**src/pkg/ebpm_params.svh**
```systemverilog
// Purpose: constants of the external bus pin multiplexer
// Assumes: one 250 MHz clock, synchronous active-high reset
// Notes: pin-side levels are the idle (inactive) levels of each strobe
//
// Notes on behaviour
// - Each shared pin follows the controller that currently owns the bus.
// - Eight static chip selects, active low, one per memory area.
// - Upper byte select active low; shares pin with second write and card I/O read.
// - Lower byte select active low; shares pin with address bit zero.
// - Two active-low card chip enables share static selects five and six.
// - Card read-not-write rides address pin 25, steering card data buffer.
// - Card I/O read and write strobes, active low, on byte-select pins.
// - NAND chip select active low, shared with static select three.
// - NAND output enable active low, shared with burst-flash ready input.
// - SDRAM chip select active low, shared with static select one.
// - SDRAM address bit ten has its own dedicated output.
// - Burst-flash chip select active low, shared with static select zero.
// - Burst-flash address valid, active low, marks address latching.
// - Burst-flash address advance active low, shared with NAND write enable.
// - Burst-flash ready input is active high.
// - Burst-flash write enable active low on a dedicated pin.
// - Burst-flash output enable active low on a dedicated pin.
// - Hold address and controls stable when idle; respect data float times.
// - SDRAM refresh blocks others only while SDRAM already owns the bus; flash page bursts never interrupted.
`ifndef EBPM_PARAMS_SVH
`define EBPM_PARAMS_SVH

`define EBPM_ADDR_W      26
`define EBPM_DATA_W      32
`define EBPM_HALF_W      16
`define EBPM_NCS         8
`define EBPM_SDR_ADDR_W  13
`define EBPM_BF_ADDR_W   25
`define EBPM_SDR_SHIFT   2
`define EBPM_BF_SHIFT    1
`define EBPM_CS_IDLE     8'hff
`define EBPM_CS_BF       0
`define EBPM_CS_SDR      1
`define EBPM_CS_NAND     3
`define EBPM_CS_CARD     4
`define EBPM_CS_CE1      5
`define EBPM_CS_CE2      6
`define EBPM_CARD_RNW    25
`define EBPM_FLOAT_CYC   2

`endif

```
**src/pkg/ebpm_pkg.sv**
```systemverilog
// Purpose: types of the external bus pin multiplexer
// Assumes: nothing
// Notes: owner codes are one-hot
`default_nettype none
package ebpm_pkg;
    typedef enum logic [3:0] {
        OWN_IDLE   = 4'h1,
        OWN_STATIC = 4'h2,
        OWN_SDRAM  = 4'h4,
        OWN_FLASH  = 4'h8
    } ebpm_owner_type;
endpackage
`default_nettype wire

```
**src/core/ebpm_float_timer.sv**
```systemverilog
// Purpose: counts data float cycles after a controller releases the data bus
// Assumes: start pulses come from the same clock domain
// Notes: busy stays high for FLOAT cycles after start
`include "ebpm_params.svh"
`default_nettype none
module ebpm_float_timer #(
    parameter int unsigned FLOAT = `EBPM_FLOAT_CYC
) (
    // Clock and reset
    input  wire logic clk,
    input  wire logic srst,
    // Control
    input  wire logic start,
    output var  logic busy
);
    // Four-bit counter cannot hold more than fifteen float cycles
    if (FLOAT < 1 || FLOAT > 15) begin : gBadFloat
        $error("FLOAT out of range");
    end

    logic [3:0] cnt_ff;
    wire  [3:0] nxt_cnt = start ? 4'(FLOAT) : (cnt_ff != 4'h0 ? cnt_ff - 4'h1 : 4'h0);

    // Down counter; busy derived from count
    always_ff @(posedge clk) begin
        if (srst) begin
            cnt_ff <= 4'h0;
        end else begin
            cnt_ff <= nxt_cnt;
        end
    end
    assign busy = (cnt_ff != 4'h0);
endmodule
`default_nettype wire

```
**src/core/ebpm_pin_mux.sv**
```systemverilog
// Purpose: shares external address, data and strobe pins among three controllers
// Assumes: controllers drive active-low strobes, each raises req while it needs the pins
// Notes: arbitration is simple priority with burst and refresh carve-outs
`include "ebpm_params.svh"
`default_nettype none
module ebpm_pin_mux
    import ebpm_pkg::*;
#(
    parameter int unsigned FLOAT = `EBPM_FLOAT_CYC
) (
    // Clock and reset
    input  wire logic                        clk,
    input  wire logic                        srst,
    // Static memory controller
    input  wire logic                        smReq,
    input  wire logic [`EBPM_ADDR_W-1:0]     smAddr,
    input  wire logic [`EBPM_NCS-1:0]        smChipSelectN,
    input  wire logic                        smReadN,
    input  wire logic [1:0]                  smWriteN,
    input  wire logic                        smByteSelHiN,
    input  wire logic                        smByteSelLoN,
    input  wire logic                        smWide,
    input  wire logic                        smNandEn,
    input  wire logic                        smNandWeN,
    input  wire logic                        smNandOeN,
    input  wire logic                        smCardEn,
    input  wire logic                        smCardIoReadN,
    input  wire logic                        smCardIoWriteN,
    input  wire logic                        smCardRnw,
    input  wire logic [`EBPM_HALF_W-1:0]     smWrData,
    input  wire logic                        smDataOe,
    output logic                             smGrant,
    // SDRAM controller
    input  wire logic                        sdReq,
    input  wire logic                        sdRefresh,
    input  wire logic [`EBPM_SDR_ADDR_W-1:0] sdAddr,
    input  wire logic                        sdChipSelectN,
    input  wire logic [3:0]                  sdByteMaskN,
    input  wire logic [`EBPM_DATA_W-1:0]     sdWrData,
    input  wire logic                        sdDataOe,
    output logic                             sdGrant,
    // Burst flash controller
    input  wire logic                        bfReq,
    input  wire logic                        bfBurst,
    input  wire logic [`EBPM_BF_ADDR_W-1:0]  bfAddr,
    input  wire logic                        bfSelectN,
    input  wire logic                        bfAddrValidN,
    input  wire logic                        bfAddrAdvanceN,
    input  wire logic                        bfOutputEnableN,
    input  wire logic                        bfWriteEnableN,
    input  wire logic [`EBPM_HALF_W-1:0]     bfWrData,
    input  wire logic                        bfDataOe,
    output logic                             bfGrant,
    output logic                             bfReadyOut,
    // Read data to controllers
    output logic [`EBPM_DATA_W-1:0]          rdData,
    // Pins
    output logic [`EBPM_ADDR_W-1:0]          addrPin,
    output logic [`EBPM_NCS-1:0]             chipSelPinN,
    output logic                             readPinN,
    output logic                             write0PinN,
    output logic                             upperBytePinN,
    output logic                             write3PinN,
    output logic                             sdramAddrBitTen,
    output logic                             burstFlashAddrValidN,
    output logic                             advancePinN,
    output logic                             burstFlashOutputEnableN,
    output logic                             burstFlashWriteEnableN,
    input  wire logic                        readyPinIn,
    output logic                             readyPinOut,
    output logic                             readyPinOe,
    input  wire logic [`EBPM_DATA_W-1:0]     dataPinIn,
    output logic [`EBPM_DATA_W-1:0]          dataPinOut,
    output logic [`EBPM_DATA_W-1:0]          dataPinOe
);
    import ebpm_pkg::*;

    // ------------------------------------------------------------
    // Pin input synchronisers
    // ------------------------------------------------------------
    logic                    rdyMeta_ff, rdySync_ff;
    logic [`EBPM_DATA_W-1:0] datMeta_ff, datSync_ff;
    always_ff @(posedge clk) begin
        rdyMeta_ff <= readyPinIn;
        rdySync_ff <= rdyMeta_ff;
        datMeta_ff <= dataPinIn;
        datSync_ff <= datMeta_ff;
    end

    // ------------------------------------------------------------
    // Ownership
    // ------------------------------------------------------------
    ebpm_owner_type owner_ff;
    ebpm_owner_type nxt_owner;
    logic           floatBusy;
    logic           releaseData;
    logic           ownerDataOe;

    // burst hold and refresh
    // A flash page burst keeps the pins; refresh is granted without any pins, not even the SDRAM select, unless SDRAM already owns the bus.
    wire bfHold  = (owner_ff == OWN_FLASH) && bfBurst;
    wire curHeld = (owner_ff == OWN_STATIC && smReq) || (owner_ff == OWN_SDRAM && sdReq) ||
                   (owner_ff == OWN_FLASH && bfReq) || bfHold;
    wire sdDataReq = sdReq && !sdRefresh;

    always_comb begin
        nxt_owner = owner_ff;
        if (!curHeld && !floatBusy) begin
            if (bfReq)          nxt_owner = OWN_FLASH;
            else if (smReq)     nxt_owner = OWN_STATIC;
            else if (sdDataReq) nxt_owner = OWN_SDRAM;
            else                nxt_owner = OWN_IDLE;
        end
    end
    // Pins still driven count too: a controller often drops its enable together with req
    assign releaseData = (nxt_owner != owner_ff) && (ownerDataOe || (dataPinOe != '0));

    ebpm_float_timer #(.FLOAT(FLOAT)) uFloat (
        .clk   (clk),
        .srst  (srst),
        .start (releaseData),
        .busy  (floatBusy)
    );

    always_ff @(posedge clk) begin
        if (srst) begin
            owner_ff <= OWN_IDLE;
        end else begin
            owner_ff <= nxt_owner;
        end
    end

    wire isSm = (nxt_owner == OWN_STATIC);
    wire isSd = (nxt_owner == OWN_SDRAM);
    wire isBf = (nxt_owner == OWN_FLASH);
    assign ownerDataOe = (owner_ff == OWN_STATIC && smDataOe) ||
                         (owner_ff == OWN_SDRAM && sdDataOe) ||
                         (owner_ff == OWN_FLASH && bfDataOe);

    // ------------------------------------------------------------
    // Address mapping
    // ------------------------------------------------------------
    logic [`EBPM_ADDR_W-1:0] addr_ff;
    wire [`EBPM_ADDR_W-1:0] sdShifted = {11'h0, sdAddr[12:11], 1'b0, sdAddr[9:0], 2'b00};
    wire [`EBPM_ADDR_W-1:0] bfShifted = {bfAddr, 1'b0};
    wire smCardMode = isSm && smCardEn;
    wire [`EBPM_ADDR_W-1:0] smMapped = smCardMode ?
         {smCardRnw, smAddr[`EBPM_ADDR_W-2:1], (smWide ? smByteSelLoN : smAddr[0])} :
         {smAddr[`EBPM_ADDR_W-1:1], (smWide ? smByteSelLoN : smAddr[0])};
    // lower byte select on address zero
    wire [`EBPM_ADDR_W-1:0] nxt_addr = isSm ? smMapped : isSd ? sdShifted :
                                       isBf ? bfShifted : addr_ff;
    wire sdDqm0 = sdByteMaskN[0];
    wire sdDqm2 = sdByteMaskN[2];
    wire [`EBPM_ADDR_W-1:0] nxt_addrPin = isSd ?
         {nxt_addr[`EBPM_ADDR_W-1:2], sdDqm2, sdDqm0} : nxt_addr;

    // ------------------------------------------------------------
    // Strobe mapping
    // ------------------------------------------------------------
    // chip select sharing
    wire [`EBPM_NCS-1:0] nxt_cs = isSm ? smChipSelectN :
         isSd ? (`EBPM_CS_IDLE & ~(8'h01 << `EBPM_CS_SDR)) | {7'h0, sdChipSelectN} << 1 :
         isBf ? (`EBPM_CS_IDLE & ~8'h01) | {7'h0, bfSelectN} : `EBPM_CS_IDLE;
    // upper byte, second write and card I/O read
    wire nxt_upper = isSm ? (smCardMode ? smCardIoReadN :
                            (smWide ? smByteSelHiN : smWriteN[1])) :
                     isSd ? sdByteMaskN[1] : 1'b1;
    // card I/O write on the third byte pin
    wire nxt_w3 = isSm ? (smCardMode ? smCardIoWriteN : 1'b1) :
                  isSd ? sdByteMaskN[3] : 1'b1;
    wire nxt_rd = isSm ? smReadN : 1'b1;
    wire nxt_w0 = isSm ? smWriteN[0] : 1'b1;
    wire nxt_a10 = isSd ? sdAddr[10] : sdramAddrBitTen;
    wire nxt_avd = isBf ? bfAddrValidN : 1'b1;
    wire nxt_burst_flash_output_enable_n = isBf ? bfOutputEnableN : 1'b1;
    wire nxt_burst_flash_write_enable_n = isBf ? bfWriteEnableN : 1'b1;
    // advance shares the NAND write enable
    wire nandMode = isSm && smNandEn;
    wire nxt_adv = isBf ? bfAddrAdvanceN : nandMode ? smNandWeN : 1'b1;
    // NAND read enable drives the ready pin only in NAND mode
    wire nxt_rdyOe = nandMode;
    wire nxt_rdyOut = nandMode ? smNandOeN : 1'b1;

    wire [`EBPM_DATA_W-1:0] nxt_dout = isSd ? sdWrData :
         isBf ? {16'h0, bfWrData} : isSm ? {16'h0, smWrData} : dataPinOut;
    // no drive during float gap; upper half SDRAM only
    wire dOe = !floatBusy && (nxt_owner == owner_ff) &&
               ((isSm && smDataOe) || (isSd && sdDataOe) || (isBf && bfDataOe));
    wire [`EBPM_DATA_W-1:0] nxt_doe = dOe ? (isSd ? 32'hffffffff : 32'h0000ffff) : 32'h0;

    // ------------------------------------------------------------
    // Pin registers
    // ------------------------------------------------------------
    always_ff @(posedge clk) begin
        if (srst) begin
            addr_ff                 <= '0;
            addrPin                 <= '0;
            chipSelPinN             <= `EBPM_CS_IDLE;
            readPinN                <= 1'b1;
            write0PinN              <= 1'b1;
            upperBytePinN           <= 1'b1;
            write3PinN              <= 1'b1;
            sdramAddrBitTen         <= 1'b0;
            burstFlashAddrValidN    <= 1'b1;
            advancePinN             <= 1'b1;
            burstFlashOutputEnableN <= 1'b1;
            burstFlashWriteEnableN  <= 1'b1;
            readyPinOut             <= 1'b1;
            readyPinOe              <= 1'b0;
            dataPinOut              <= '0;
            dataPinOe               <= '0;
        end else begin
            addr_ff                 <= nxt_addr;
            addrPin                 <= nxt_addrPin;
            chipSelPinN             <= nxt_cs;
            readPinN                <= nxt_rd;
            write0PinN              <= nxt_w0;
            upperBytePinN           <= nxt_upper;
            write3PinN              <= nxt_w3;
            sdramAddrBitTen         <= nxt_a10;
            burstFlashAddrValidN    <= nxt_avd;
            advancePinN             <= nxt_adv;
            burstFlashOutputEnableN <= nxt_burst_flash_output_enable_n;
            burstFlashWriteEnableN  <= nxt_burst_flash_write_enable_n;
            readyPinOut             <= nxt_rdyOut;
            readyPinOe              <= nxt_rdyOe;
            dataPinOut              <= nxt_dout;
            dataPinOe               <= nxt_doe;
        end
    end

    // Grants and returned data
    always_ff @(posedge clk) begin
        if (srst) begin
            smGrant    <= 1'b0;
            sdGrant    <= 1'b0;
            bfGrant    <= 1'b0;
            bfReadyOut <= 1'b0;
            rdData     <= '0;
        end else begin
            smGrant    <= isSm;
            // refresh granted regardless of other owners
            sdGrant    <= isSd || (sdReq && sdRefresh);
            bfGrant    <= isBf;
            bfReadyOut <= isBf && !nandMode && rdySync_ff;
            rdData     <= datSync_ff;
        end
    end

    // ------------------------------------------------------------
    // Assertions
    // ------------------------------------------------------------
    // float gap respected
    float_gap_a: assert property (@(posedge clk) disable iff (srst)
        releaseData |=> dataPinOe == 32'h0)
        else $error("data driven during float gap");
    burst_hold_a: assert property (@(posedge clk) disable iff (srst)
        (owner_ff == OWN_FLASH && bfBurst) |=> owner_ff == OWN_FLASH)
        else $error("flash burst interrupted");
    cs_idle_a: assert property (@(posedge clk) disable iff (srst)
        (owner_ff == OWN_IDLE) |-> chipSelPinN == `EBPM_CS_IDLE)
        else $error("chip select active while idle");
    sd_cs_a: assert property (@(posedge clk) disable iff (srst)
        isSd |=> chipSelPinN[1] == $past(sdChipSelectN))
        else $error("sdram select misrouted");
    // bit ten held when not SDRAM
    a10_hold_a: assert property (@(posedge clk) disable iff (srst)
        !isSd |=> $stable(sdramAddrBitTen))
        else $error("bit ten moved");
    upper_data_a: assert property (@(posedge clk) disable iff (srst)
        (owner_ff != OWN_SDRAM) |-> dataPinOe[31:16] == 16'h0)
        else $error("upper data driven by non-SDRAM");
    // ready pin only driven for NAND
    rdy_drive_a: assert property (@(posedge clk) disable iff (srst)
        readyPinOe |-> $past(nandMode))
        else $error("ready pin driven outside NAND");
    // flash write idle when not flash
    bf_we_a: assert property (@(posedge clk) disable iff (srst)
        (owner_ff != OWN_FLASH) |-> burstFlashWriteEnableN)
        else $error("flash write outside flash owner");
endmodule
`default_nettype wire

```
**config.mk**
```make
export PLATFORM = sky130hd
export DESIGN_NAME = ebpm_pin_mux
export DESIGN_NICKNAME = d
export VERILOG_FILES = /design/src/pkg/ebpm_pkg.sv /design/src/core/ebpm_float_timer.sv /design/src/core/ebpm_pin_mux.sv
export VERILOG_INCLUDE_DIRS = /design/src /design/src/pkg
export SDC_FILE = /design/constraint.sdc
export NUM_CORES = 1
export LEC_CHECK = 0
export BUFFER_PORTS_ARGS = -buffer_cell sky130_fd_sc_hd__buf_2
export CAP_MARGIN = 15
export CORE_AREA = 3 3 132 134
export DETAILED_ROUTE_END_ITERATION = 10
export DIE_AREA = 0 0 135 137
export GPL_ROUTABILITY_DRIVEN = 0
export GPL_TIMING_DRIVEN = 0
export PLACE_DENSITY = 0.75
export SLEW_MARGIN = 20
export SYNTH_ARGS = -nofsm -noshare
export SYNTH_HDL_FRONTEND = slang
export SYNTH_SLANG_ARGS = --single-unit
```
**constraint.sdc**
```tcl
create_clock -name clk -period 3.41 [get_ports clk]
set_input_delay 0.5115 -clock clk [delete_from_list [all_inputs] [get_ports clk]]
set_output_delay 0.5115 -clock clk [all_outputs]
set_load 0.05 [all_outputs]
```
### Yosys cells after proc, flatten, opt, wreduce, memory -nomap -nowiden

Cells that the tools add are included.

| storage, ports and cells | value |
|---|---|
| memories kept | 0 |
| bits of input ports | 202 |
| logic and storage cells | 111 |
| output and inout port bits | 145 |
| memory bits (writable) | 0 |
| latch bits | 0 |
| flip-flop bits (word level) | 245 |
| memory bits (read-only) | 0 |

| operators by class | value |
|---|---|
| multiplexer cells | 28 |
| bitwise operators | 5 |
| order comparisons | 0 |
| $mul | 0 |
| reductions and logical operators | 41 |
| divide/modulo/power cells | 0 |
| shift-type cells | 0 |
| equality and inequality tests | 8 |
| add/sub/neg operators | 1 |

Operators by type and width:

| kind | count |
|---|---|
| 32-bit 2-to-1 mux | 4 |
| 26-bit 2-to-1 mux | 4 |
| 32-bit nonzero test | 1 |
| 1-bit logical AND | 20 |
| 1-bit 2-to-1 mux | 11 |
| 1-bit logical OR | 9 |
| 4-bit by 2-bit == test with 1-bit output (second input constant) | 2 |
| 4-bit by 3-bit == test with 1-bit output (second input constant) | 2 |
| 4-bit == test (second input constant) | 2 |
| 2-bit 2-to-1 mux | 4 |
| 4-bit 2-to-1 mux | 2 |
| 8-bit 2-to-1 mux | 1 |
| 2-bit OR reduction | 4 |
| 3-bit 2-to-1 mux | 2 |
| 1-bit NOT | 5 |
| 4-bit == test | 1 |
| 1-bit zero test | 4 |
| 4-bit != test | 1 |
| 4-bit nonzero test | 1 |
| 4-bit by 1-bit subtractor with 4-bit output (second input constant) | 1 |
| 3-bit nonzero test | 1 |
| 3-bit OR reduction | 1 |

### Depth between registers and ports, before layout

Gate-level depths: netlist (run 1).

| depth | value |
|---|---|
| depth in word-level cells | 15 |
| gate-level depth with buffers | 10 |
| depth with buffers taken out | 6 |

### Hierarchy

From an unflattened synthesis (run 1), not the netlist that was laid out.

| unflattened totals | value |
|---|---|
| cell total of the unflattened synthesis | 658 |
| area total of the unflattened synthesis | 7074.3 um^2 |

Modules (own cells, without submodules):

| module | area each (um^2) | cells each | instances |
|---|---|---|---|
| ebpm_pin_mux | 6924.1 | 642 | 1 |
| ebpm_float_timer | 150.1 | 16 | 1 |

### Worst setup path before layout (run 1)

Ideal clock, no wire load.

| path | value |
|---|---|
| path type | input to register |
| start point | input bfReq |
| end point | register addrPin[13] |
| stages on the path | 9 |
| data arrival time | 2.269 ns |
| setup slack | 1.023 ns |
| path buffers | 3 |
| path through | clkbuf_2 > or2_2 > a21o_4 > o211a_4 > o31ai_4 > buf_6 > nand2_4 > buf_6 > o221a_2 |

| on the way | value |
|---|---|
| cells in the longest elaborated chain, start to end | 10 |
| elaborated cells on any way between the ends | 13 |
| classes of those cells | eq/ne: 3; mux: 5; reduce/logical: 5 |

Ends and longest elaborated chain:

| item | line | RTL |
|---|---|---|
| from (decl) | ebpm_pin_mux.sv:43 | `input wire logic bfReq,` |
| 1-bit logical AND | ebpm_pin_mux.sv:103 | `(owner_ff == OWN_FLASH && bfReq) \|\| bfHold;` |
| 1-bit logical OR | ebpm_pin_mux.sv:102 | `wire curHeld = (owner_ff == OWN_STATIC && smReq) \|\| (owner_ff == OWN_SDRAM && sdReq) \|\|` |
| 1-bit logical OR | ebpm_pin_mux.sv:103 |  |
| 1-bit zero test | ebpm_pin_mux.sv:108 | `if (!curHeld && !floatBusy) begin` |
| 1-bit logical AND | ebpm_pin_mux.sv:108 |  |
| 4-bit 2-to-1 mux * | ebpm_pin_mux.sv:108 |  |
| 4-bit == test | ebpm_pin_mux.sv:135 | `wire isBf = (nxt_owner == OWN_FLASH);` |
| 26-bit 2-to-1 mux | ebpm_pin_mux.sv:152 | `isBf ? bfShifted : addr_ff;` |
| 26-bit 2-to-1 mux | ebpm_pin_mux.sv:151 | `` wire [`EBPM_ADDR_W-1:0] nxt_addr = isSm ? smMapped : isSd ? sdShifted : `` |
| 26-bit 2-to-1 mux * | ebpm_pin_mux.sv:151 |  |
| to (signal assigned) | ebpm_pin_mux.sv:215 | `addrPin <= nxt_addrPin;` |
| to (decl) | ebpm_pin_mux.sv:58 | `` output logic [`EBPM_ADDR_W-1:0] addrPin, `` |

Every way passes the cells marked *; elsewhere a longest branch is shown, timed or not.
A chain may end at the register's enable or synchronous reset.

### Worst setup path after layout (run 1)

| path | value |
|---|---|
| start point | register uFloat.cnt_ff[1] |
| end point | register dataPinOut[14] |

| on the way | value |
|---|---|
| cells in the longest elaborated chain, start to end | 7 |
| elaborated cells on any way between the ends | 10 |
| classes of those cells | eq/ne: 3; mux: 3; reduce/logical: 4 |

Ends and longest elaborated chain:

| item | line | RTL |
|---|---|---|
| from (decl) | ebpm_float_timer.sv:21 | `logic [3:0] cnt_ff;` |
| from (signal assigned) | ebpm_float_timer.sv:29 | `cnt_ff <= nxt_cnt;` |
| 4-bit nonzero test * | ebpm_float_timer.sv:32 | `assign busy = (cnt_ff != 4'h0);` |
| 1-bit zero test * | ebpm_pin_mux.sv:108 |  |
| 1-bit logical AND * | ebpm_pin_mux.sv:108 |  |
| 4-bit 2-to-1 mux * | ebpm_pin_mux.sv:108 |  |
| 4-bit == test | ebpm_pin_mux.sv:135 |  |
| 32-bit 2-to-1 mux | ebpm_pin_mux.sv:186 | `isBf ? {16'h0, bfWrData} : isSm ? {16'h0, smWrData} : dataPinOut;` |
| 32-bit 2-to-1 mux | ebpm_pin_mux.sv:185 | `` wire [`EBPM_DATA_W-1:0] nxt_dout = isSd ? sdWrData : `` |
| to (signal assigned) | ebpm_pin_mux.sv:228 | `dataPinOut <= nxt_dout;` |
| to (decl) | ebpm_pin_mux.sv:73 | `` output logic [`EBPM_DATA_W-1:0] dataPinOut, `` |

Marked as above.

==> results of run 1 <==
[worst reg2reg max path, stage by stage, from the launching register on]
cell	delay, ns
dfxtp_1	0.37
nor4_1	0.86
nand2_1	0.13
o21a_1	0.25
clkbuf_8	0.19
buf_2	0.22
buf_6	0.19
a211oi_1	0.33
o32ai_1	0.11
[layout make-up]
class	instances	area, sq um
Sequential cell	191	3820
Antenna cell	1	2.50
Inverter	17	63.8
Tap cell	220	275
Buffer	99	737
Fill cell	1428	6800
Multi-Input combinational cell	328	2320
Clock buffer	17	425
Timing Repair Buffer	344	1720
Clock inverter	15	231
[sequential cells by signal (all words and copies together), names as in the netlist, 2 cells and up]
register       flops
owner_ff           4
dataPinOe          2
dataPinOut        32
uFloat.cnt_ff      4
rdData            32
addrPin           26
chipSelPinN        8
addr_ff            2
datSync_ff        32
datMeta_ff        32
[cells by family (layout without fill, tap and decap cells)]
group / after synthesis / in the layout
flops: 191 / 191
mux: 5 / 5
other cells: 0 / 1
buf+inv: 116 / 492
compound gates: 141 / 141
simple gates: 182 / 182
[metal layers]
metal	wire length, um	vias up
li1	-	2919
met3	1930	25
met4	344	0
met2	10700	271
met5	0	-
met1	8690	2743
[path summary, 6_finish.rpt]
check | to | slack (ns) | start
min reg2reg | datSync_ff[14]$_DFF_P_ | 0.32 | datMeta_ff[14]$_DFF_P_
min | datMeta_ff[15]$_DFF_P_ | 0.16 | dataPinIn[15]
max | dataPinOut[14]$_SDFFE_PP0P_ | 0.65 | uFloat.cnt_ff[1]$_SDFF_PP0_
max reg2reg | dataPinOut[14]$_SDFFE_PP0P_ | 0.65 | uFloat.cnt_ff[1]$_SDFF_PP0_
[cells in the mapped netlist, types with 3 or more instances]
master	n	share of area
a32oi_1	17	0.021
nor2_1	56	0.030
buf_2	5	0.0036
o221a_1	10	0.016
o21a_1	3	0.0032
dfxtp_1	191	0.55
nor3_1	4	0.0029
o221a_2	14	0.023
clkbuf_1	12	0.0065
and2b_1	9	0.0097
nand2_1	37	0.020
a21oi_1	11	0.0079
o21ai_0	16	0.012
nand2b_1	3	0.0027
nand3b_1	3	0.0032
a211oi_1	17	0.018
o22ai_1	3	0.0027
buf_6	13	0.021
a2111oi_2	11	0.024
mux2_2	3	0.0049
or3_1	11	0.0099
and2_1	3	0.0027
o32ai_1	17	0.021
buf_4	62	0.067
nor2b_1	40	0.036
inv_1	16	0.0086
[power groups by stage]
| stage | Sequential (mW) | Combinational, mW | Clock (mW) |
|---|---|---|---|
| 4_1_cts | 2.43 | 1.13 | 2.18 |
| 6_report | 2.43 | 1.12 | 2.15 |
| 2_1_floorplan | 2.67 | 0.592 | 0 |
| 3_3_place_gp | 2.47 | 1.12 | 0 |
| 3_5_place_dp | 2.48 | 1.12 | 0 |
| 5_1_grt | 2.44 | 1.19 | 2.26 |
[placed cells by master, fill, tap and decap left out, drive strengths merged, types with 9 or more instances in the layout]
| cell type | n |
|---|---|
| nor2 | 56 |
| a21oi | 11 |
| clkbuf | 32 |
| o32ai | 18 |
| a32oi | 17 |
| a2111oi | 13 |
| dfxtp | 191 |
| buf | 426 |
| or3 | 12 |
| nor2b | 40 |
| o21ai | 18 |
| and2b | 9 |
| nand2 | 38 |
| a211oi | 17 |
| inv | 25 |
| o221a | 24 |
==> summary.md, run 1 <==
| Metric | Value |
|---|---|
| Status | `complete, no violations` |
| Number of setup buffers added after CTS | `0` |
| DRT antenna net count | `0` |
| DR pass1 iterations | `4` |
| Placed Cells | `1,199` |
| Placed Area | `0.00894 sq mm` |
| Ports | `347` |
| Mapped Cells | `635` |
| Post-synthesis sequential area ratio | `0.550` |
| Die W | `135 um` |
| Clock Power Share | `0.377` |
| Syn. warnings | `0` |
| Int Power | `3.81 mW` |
| Combinational power share | `0.197` |
| Post-Layout Cell Count | `1,232` |
| Switching part of the total power | `0.330` |
| Clk root buf | `clkbuf_16` |
| Clock skew | `0.0156 ns` |
| DRT iter0 DRCs | `287` |
| RSZ-0062 raised after global routing | `no` |
| FF-to-FF path depth | `8` |
| Slowest-stage cell, CP | `nor4_1` |
| Synth Area in Compound Gates | `0.188` |
| Vias per cell | `4.84` |
| Sink Count | `191` |
| Ys async rst share | `0` |
| Leak | `4.58 nW` |
| Global route overflow | `0` |
| Hold-fix buffers, CTS | `0` |
| Most used routing layer | `met2` |
| Crit Path Max Fanout | `10` |
| Reg power frac | `0.426` |
| Hold Crit Depth | `1` |
| Largest family of logic cells by synthesized area | `compound AO/OA/AOI/OAI gates` |
| Mean routed wirelength per cell | `17.6 um` |
| Post-cts sizing count | `0` |
| Area Growth Syn to Fin | `38.2%` |
| Post-synth EDFFs | `0` |
| Slew Viols, Final | `0` |
| Fin crit share | `0.811` |
| TritonCTS clock tree | `done` |
| GRT met1 Usage | `0.262` |
| Initial Util | `0.423` |
| Max Clock Freq | `362 MHz` |
| Setup ws final | `0.645 ns` |
| Reg clk slew, reported paths | `0.08 ns` |
| Final setup violation count | `0` |
| Worst Path Required | `3.74 ns` |
| Minimum clock period | `2.76 ns` |
| Share of cells above drive strength 1 | `0.505` |
| Vias in the first global route | `5,662` |
| Pre-CTS setup slack | `0.606 ns` |
| PD cells | `593 mW/mm^2` |
| Vias | `5,958` |
| Main synth FF type | `dfxtp_1` |
| CP delay by family, top | `simple AND/OR/NAND/NOR gates` |
| Post-Synth Adder-Cell Area | `0` |
| Worst-Margin Slew | `0.978 ns` |
| Final WL | `21.7 mm` |
| Met3 Use GR | `0.0695` |
| CTS Buf Count | `17` |
| Setup CP Type | `flip-flop to flip-flop` |
| CP cell instances | `nor4_1 -> nand2_1 -> o21a_1 -> clkbuf_8 -> buf_2 -> buf_6 -> a211oi_1 -> o32ai_1` |
| Post-route cell area | `0.00960 sq mm` |
| Post-Syn Area | `0.00695 sq mm` |
| Final hold vios | `0` |
| Crit. path cell count | `8` |
| Worst EP arrival | `3.10 ns` |
| Total power | `5.69 mW` |
| Worst-Skew Late Latency | `0.45 ns` |
| Hold Path Class | `primary input to flip-flop` |
| Final core occ | `0.585` |
| IO Port Bufs | `344` |
| H-tree Lvls | `4` |
| Nets | `1,200` |
| Post-Syn Nets | `837` |
| Synthesis-stage register bit count | `191` |
| Met2 Use GR | `0.386` |
| Number of remaining DRC errors | `0` |
| Switching Power | `1.88 mW` |
| Sum Neg Setup Slack | `0 ns` |
| Post-synthesis mux area share | `0.00774` |
| CP peak stage delay | `0.86 ns` |
| Worst vdd ir | `0.416 mV` |
| Xor/xnor share of the synthesized area | `0` |
| Die Area | `0.0185 sq mm` |
| Worst slew margin | `0.342` |
| Fin Hold WS | `0.155 ns` |
| Pin count of the biggest net entering global routing | `25` |
| Core region area | `0.0164 sq mm` |
| Die Span Y | `137 um` |
| Synthesized area per cell | `10.9 sq um` |
| CP endpoint kind | `flip-flop` |
| Tot GR Track Use | `0.222` |
| Dpl hpwl | `16.5 mm` |
| Number of max-cap violations | `0` |
| CP bufs+invs | `3` |
| Post-Synth Simple-Gate Area | `0.138` |
| Crit start category | `flip-flop` |
| Yosys cell types | `66` |
| Global-route wire length before repair | `31.4 mm` |
| Cell Rows | `47` |
| Longest Clk Path Bufs | `2` |
| Number of antenna violations at the first check in global routing | `1` |
(Power assumes the default switching activity.)
==> inputs of run 2 (changes only) <==
Clock period 3.41 ns to 2.6 ns, I/O delays scaled along.
==> run 2 against run 1 <==
  * Flip-flop and latch count unchanged
  * Highest routed layer unchanged
  * Clock power up 31%
  * Clock-buffer cell count is the same
  * Largest cell class unchanged
  * Hold slack got worse by 0.12 ns
  * Clock skew decreased by 0.0019 ns
  * First-iteration DRC count down 12%
  * Non-clock buffer count up 3
  * Cell area is 0.65% higher
==> summary.md, run 2 (synthesis gave the netlist of run 1 again) <==
| Metric | Value |
|---|---|
| RSZ-0062 raised after global routing | `no` |
| H-tree Lvls | `4 (unchanged)` |
| Dpl hpwl | `16.5 mm (unchanged)` |
| Final setup violation count | `0 (unchanged)` |
| Number of max-cap violations | `0 (unchanged)` |
| Nets | `1,203 (+0.25%)` |
| Fin crit share | `0.961 (+0.151)` |
| Multi-input gate area | `0.00235 sq mm (+1.2%)` |
| CTS Buf Count | `17 (unchanged)` |
| Worst EP arrival | `2.82 ns (-0.28 ns)` |
| Number of antenna violations at the first check in global routing | `1 (unchanged)` |
| Worst-Margin Slew | `0.823 ns (-0.155 ns)` |
| Worst-Skew Late Latency | `0.45 ns (about the same)` |
| Setup ws final | `0.100 ns (-0.545 ns)` |
| Switching part of the total power | `0.330 (about the same)` |
| Reg clk slew, reported paths | `0.08 ns (about the same)` |
| Final hold vios | `0 (unchanged)` |
| Vias in the first global route | `5,678 (+0.28%)` |
| Worst vdd ir | `0.545 mV (+31%)` |
| DRT iter0 DRCs | `253 (-12%)` |
| CP cell instances | `or4_4 -> a21o_4 -> o31ai_4 -> nand2_1 -> buf_4 -> buf_2 -> or3_1` |
| Register area | `0.00383 sq mm (about the same)` |
| Die Area | `0.0185 sq mm (unchanged)` |
| Share of cells above drive strength 1 | `0.514 (+0.00837)` |
| Clock skew | `0.0137 ns (-0.00195 ns)` |
| GRT met1 Usage | `0.262 (about the same)` |
| Ports | `347 (unchanged)` |
| Pin count of the biggest net entering global routing | `25 (unchanged)` |
| Core region area | `0.0164 sq mm (unchanged)` |
| Worst slew margin | `0.451 (+0.109)` |
| CP endpoint kind | `flip-flop` |
| Fillers | `1,426 (-0.14%)` |
| Slew Viols, Final | `0 (unchanged)` |
| Vias per cell | `4.82 (-0.28%)` |
| Met2 Use GR | `0.387 (+0.00111)` |
| DRT antenna net count | `0 (unchanged)` |
| Reg power frac | `0.425 (about the same)` |
| Sink Count | `191 (unchanged)` |
| Die Span Y | `137 um (unchanged)` |
| CP Capture Point | `chipSelPinN[3]$_SDFF_PP1_` |
| Slowest-stage cell, CP | `or4_4` |
| Critical path origin | `uFloat.cnt_ff[1]$_SDFF_PP0_` |
| Post-route cell area | `0.00967 sq mm (+0.65%)` |
| Number of remaining DRC errors | `0 (unchanged)` |
| Crit Path Max Fanout | `10 (unchanged)` |
| TritonCTS clock tree | `done` |
| Global-route wire length before repair | `31.5 mm (+0.22%)` |
| DR pass1 iterations | `4 (unchanged)` |
| Met3 Use GR | `0.0695 (unchanged)` |
| Placed Area | `0.00894 sq mm (unchanged)` |
| Tot GR Track Use | `0.223 (+0.000390)` |
| Hold Path Class | `primary input to flip-flop` |
| Combinational power share | `0.197 (about the same)` |
| Clock Power Share | `0.377 (about the same)` |
| CP peak stage delay | `0.57 ns (-0.29 ns)` |
| Mean routed wirelength per cell | `17.6 um (-0.19%)` |
| Longest Clk Path Bufs | `2 (unchanged)` |
| Pre-CTS setup slack | `-0.160 ns (-0.766 ns)` |
| Commonest non-fill, non-tap cell in the layout | `buf_2` |
| FF-to-FF path depth | `7 (-1)` |
| Cell Rows | `47 (unchanged)` |
| IO Port Bufs | `344 (unchanged)` |
| Worst Path Required | `2.92 ns (-0.82 ns)` |
| Int Power | `5.01 mW (+31%)` |
| Most used routing layer | `met2` |
| Status | `complete, no violations` |
| Area Growth Syn to Fin | `39.1%` |
| Switching Power | `2.47 mW (+31%)` |
| Initial Util | `0.423 (unchanged)` |
| Final WL | `21.7 mm (about the same)` |
| Most frequent cells in the layout | `348 x buf_2, 189 x dfxtp_1, 65 x buf_4` |
| Die W | `135 um (unchanged)` |
| Leak | `4.61 nW (+0.78%)` |
| Crit start category | `flip-flop` |
| Clk root buf | `clkbuf_16` |
| Max Clock Freq | `400 MHz (+11%)` |
| RR Endpoint | `chipSelPinN[3]$_SDFF_PP1_` |
| Vias | `5,956 (-0.034%)` |
| Global route overflow | `0 (unchanged)` |
| RR Startpoint | `uFloat.cnt_ff[1]$_SDFF_PP0_` |
| Final core occ | `0.589 (+0.00381)` |
| Setup CP Type | `flip-flop to flip-flop` |
| Minimum clock period | `2.50 ns (-0.265 ns)` |
| Reg-to-reg slack, setup | `0.10 ns (-0.55 ns)` |
| PD cells | `774 mW/mm^2 (+31%)` |
run 2: changes by cell type in the layout (fill, tap and decap cells not counted), sizes merged:
cell	change
buf	+3
run 2: worst min path at each step:
| stage | start | end | slack (ns) | cells past startpoint |
|---|---|---|---|---|
| 2_1_floorplan | datMeta_ff[0]$_DFF_P_ | datSync_ff[0]$_DFF_P_ | 0.31 | 0 |
| 3_3_place_gp | datMeta_ff[27]$_DFF_P_ | datSync_ff[27]$_DFF_P_ | 0.31 | 0 |
| 3_5_place_dp | datMeta_ff[0]$_DFF_P_ | datSync_ff[0]$_DFF_P_ | 0.31 | 0 |
| 4_1_cts | dataPinIn[8] | datMeta_ff[8]$_DFF_P_ | 0.03 | 1 |
| 5_1_grt | dataPinIn[8] | datMeta_ff[8]$_DFF_P_ | 0.02 | 1 |
| 6_report | dataPinIn[15] | datMeta_ff[15]$_DFF_P_ | 0.04 | 1 |
run 2: stage by stage:
| stage | hold slack (ns) | setup TNS, ns | total power, mW | instances |
|---|---|---|---|---|
| after floorplan | 0.310 | 0 | 4.27 | 635 |
| after global placement | 0.310 | -1.35 | 4.70 | 1199 |
| after detailed placement | 0.312 | -2.43 | 4.72 | 1199 |
| after CTS | 0.0254 | 0 | 7.53 | 1231 |
| after global routing | 0.0157 | 0 | 7.75 | 1235 |
| final | 0.0379 | 0 | 7.48 | 1235 |
run 2: power groups by stage:
stage | clock network, mW | logic, mW | registers [mW]
floorplan | 0 | 0.776 | 3.50
global placement | 0 | 1.46 | 3.24
detailed placement | 0 | 1.47 | 3.25
CTS | 2.86 | 1.48 | 3.18
global route | 2.97 | 1.57 | 3.20
finish | 2.82 | 1.48 | 3.18
run 2: per-layer routing:
layer	wire, um	vias to the layer above
met4	387	0
met2	10800	238
met3	1750	27
met5	0	-
li1	-	2923
met1	8790	2768
run 2: final cells by class:
| cell class | instances | share of cell area |
|---|---|---|
| flip-flops and latches | 191 | 0.396 |
| multi-input cells | 328 | 0.243 |
| repair buffers | 347 | 0.180 |
| plain buffers | 99 | 0.0773 |
| clock buffers | 17 | 0.0440 |
| well taps | 220 | 0.0285 |
| clock inverters | 15 | 0.0239 |
| inverters | 17 | 0.00660 |
| diodes | 1 | 0.000259 |
run 2: critical path, delay by kind of cell (launching register included):
kind | cells | cell delay [ns]
AO/OA/AOI/OAI | 2 | 0.55
AND/OR/NAND/NOR | 3 | 1.06
buffers and inverters | 2 | 0.40
flip-flops | 1 | 0.36
run 2: repair_timing:
item,CTS,global route
endpoints found under the setup margin,53,31
hold buffers,0,0
endpoints found under the hold margin,0,0
gates resized for setup,4,8
pin swaps,0,3
setup buffers,0,3
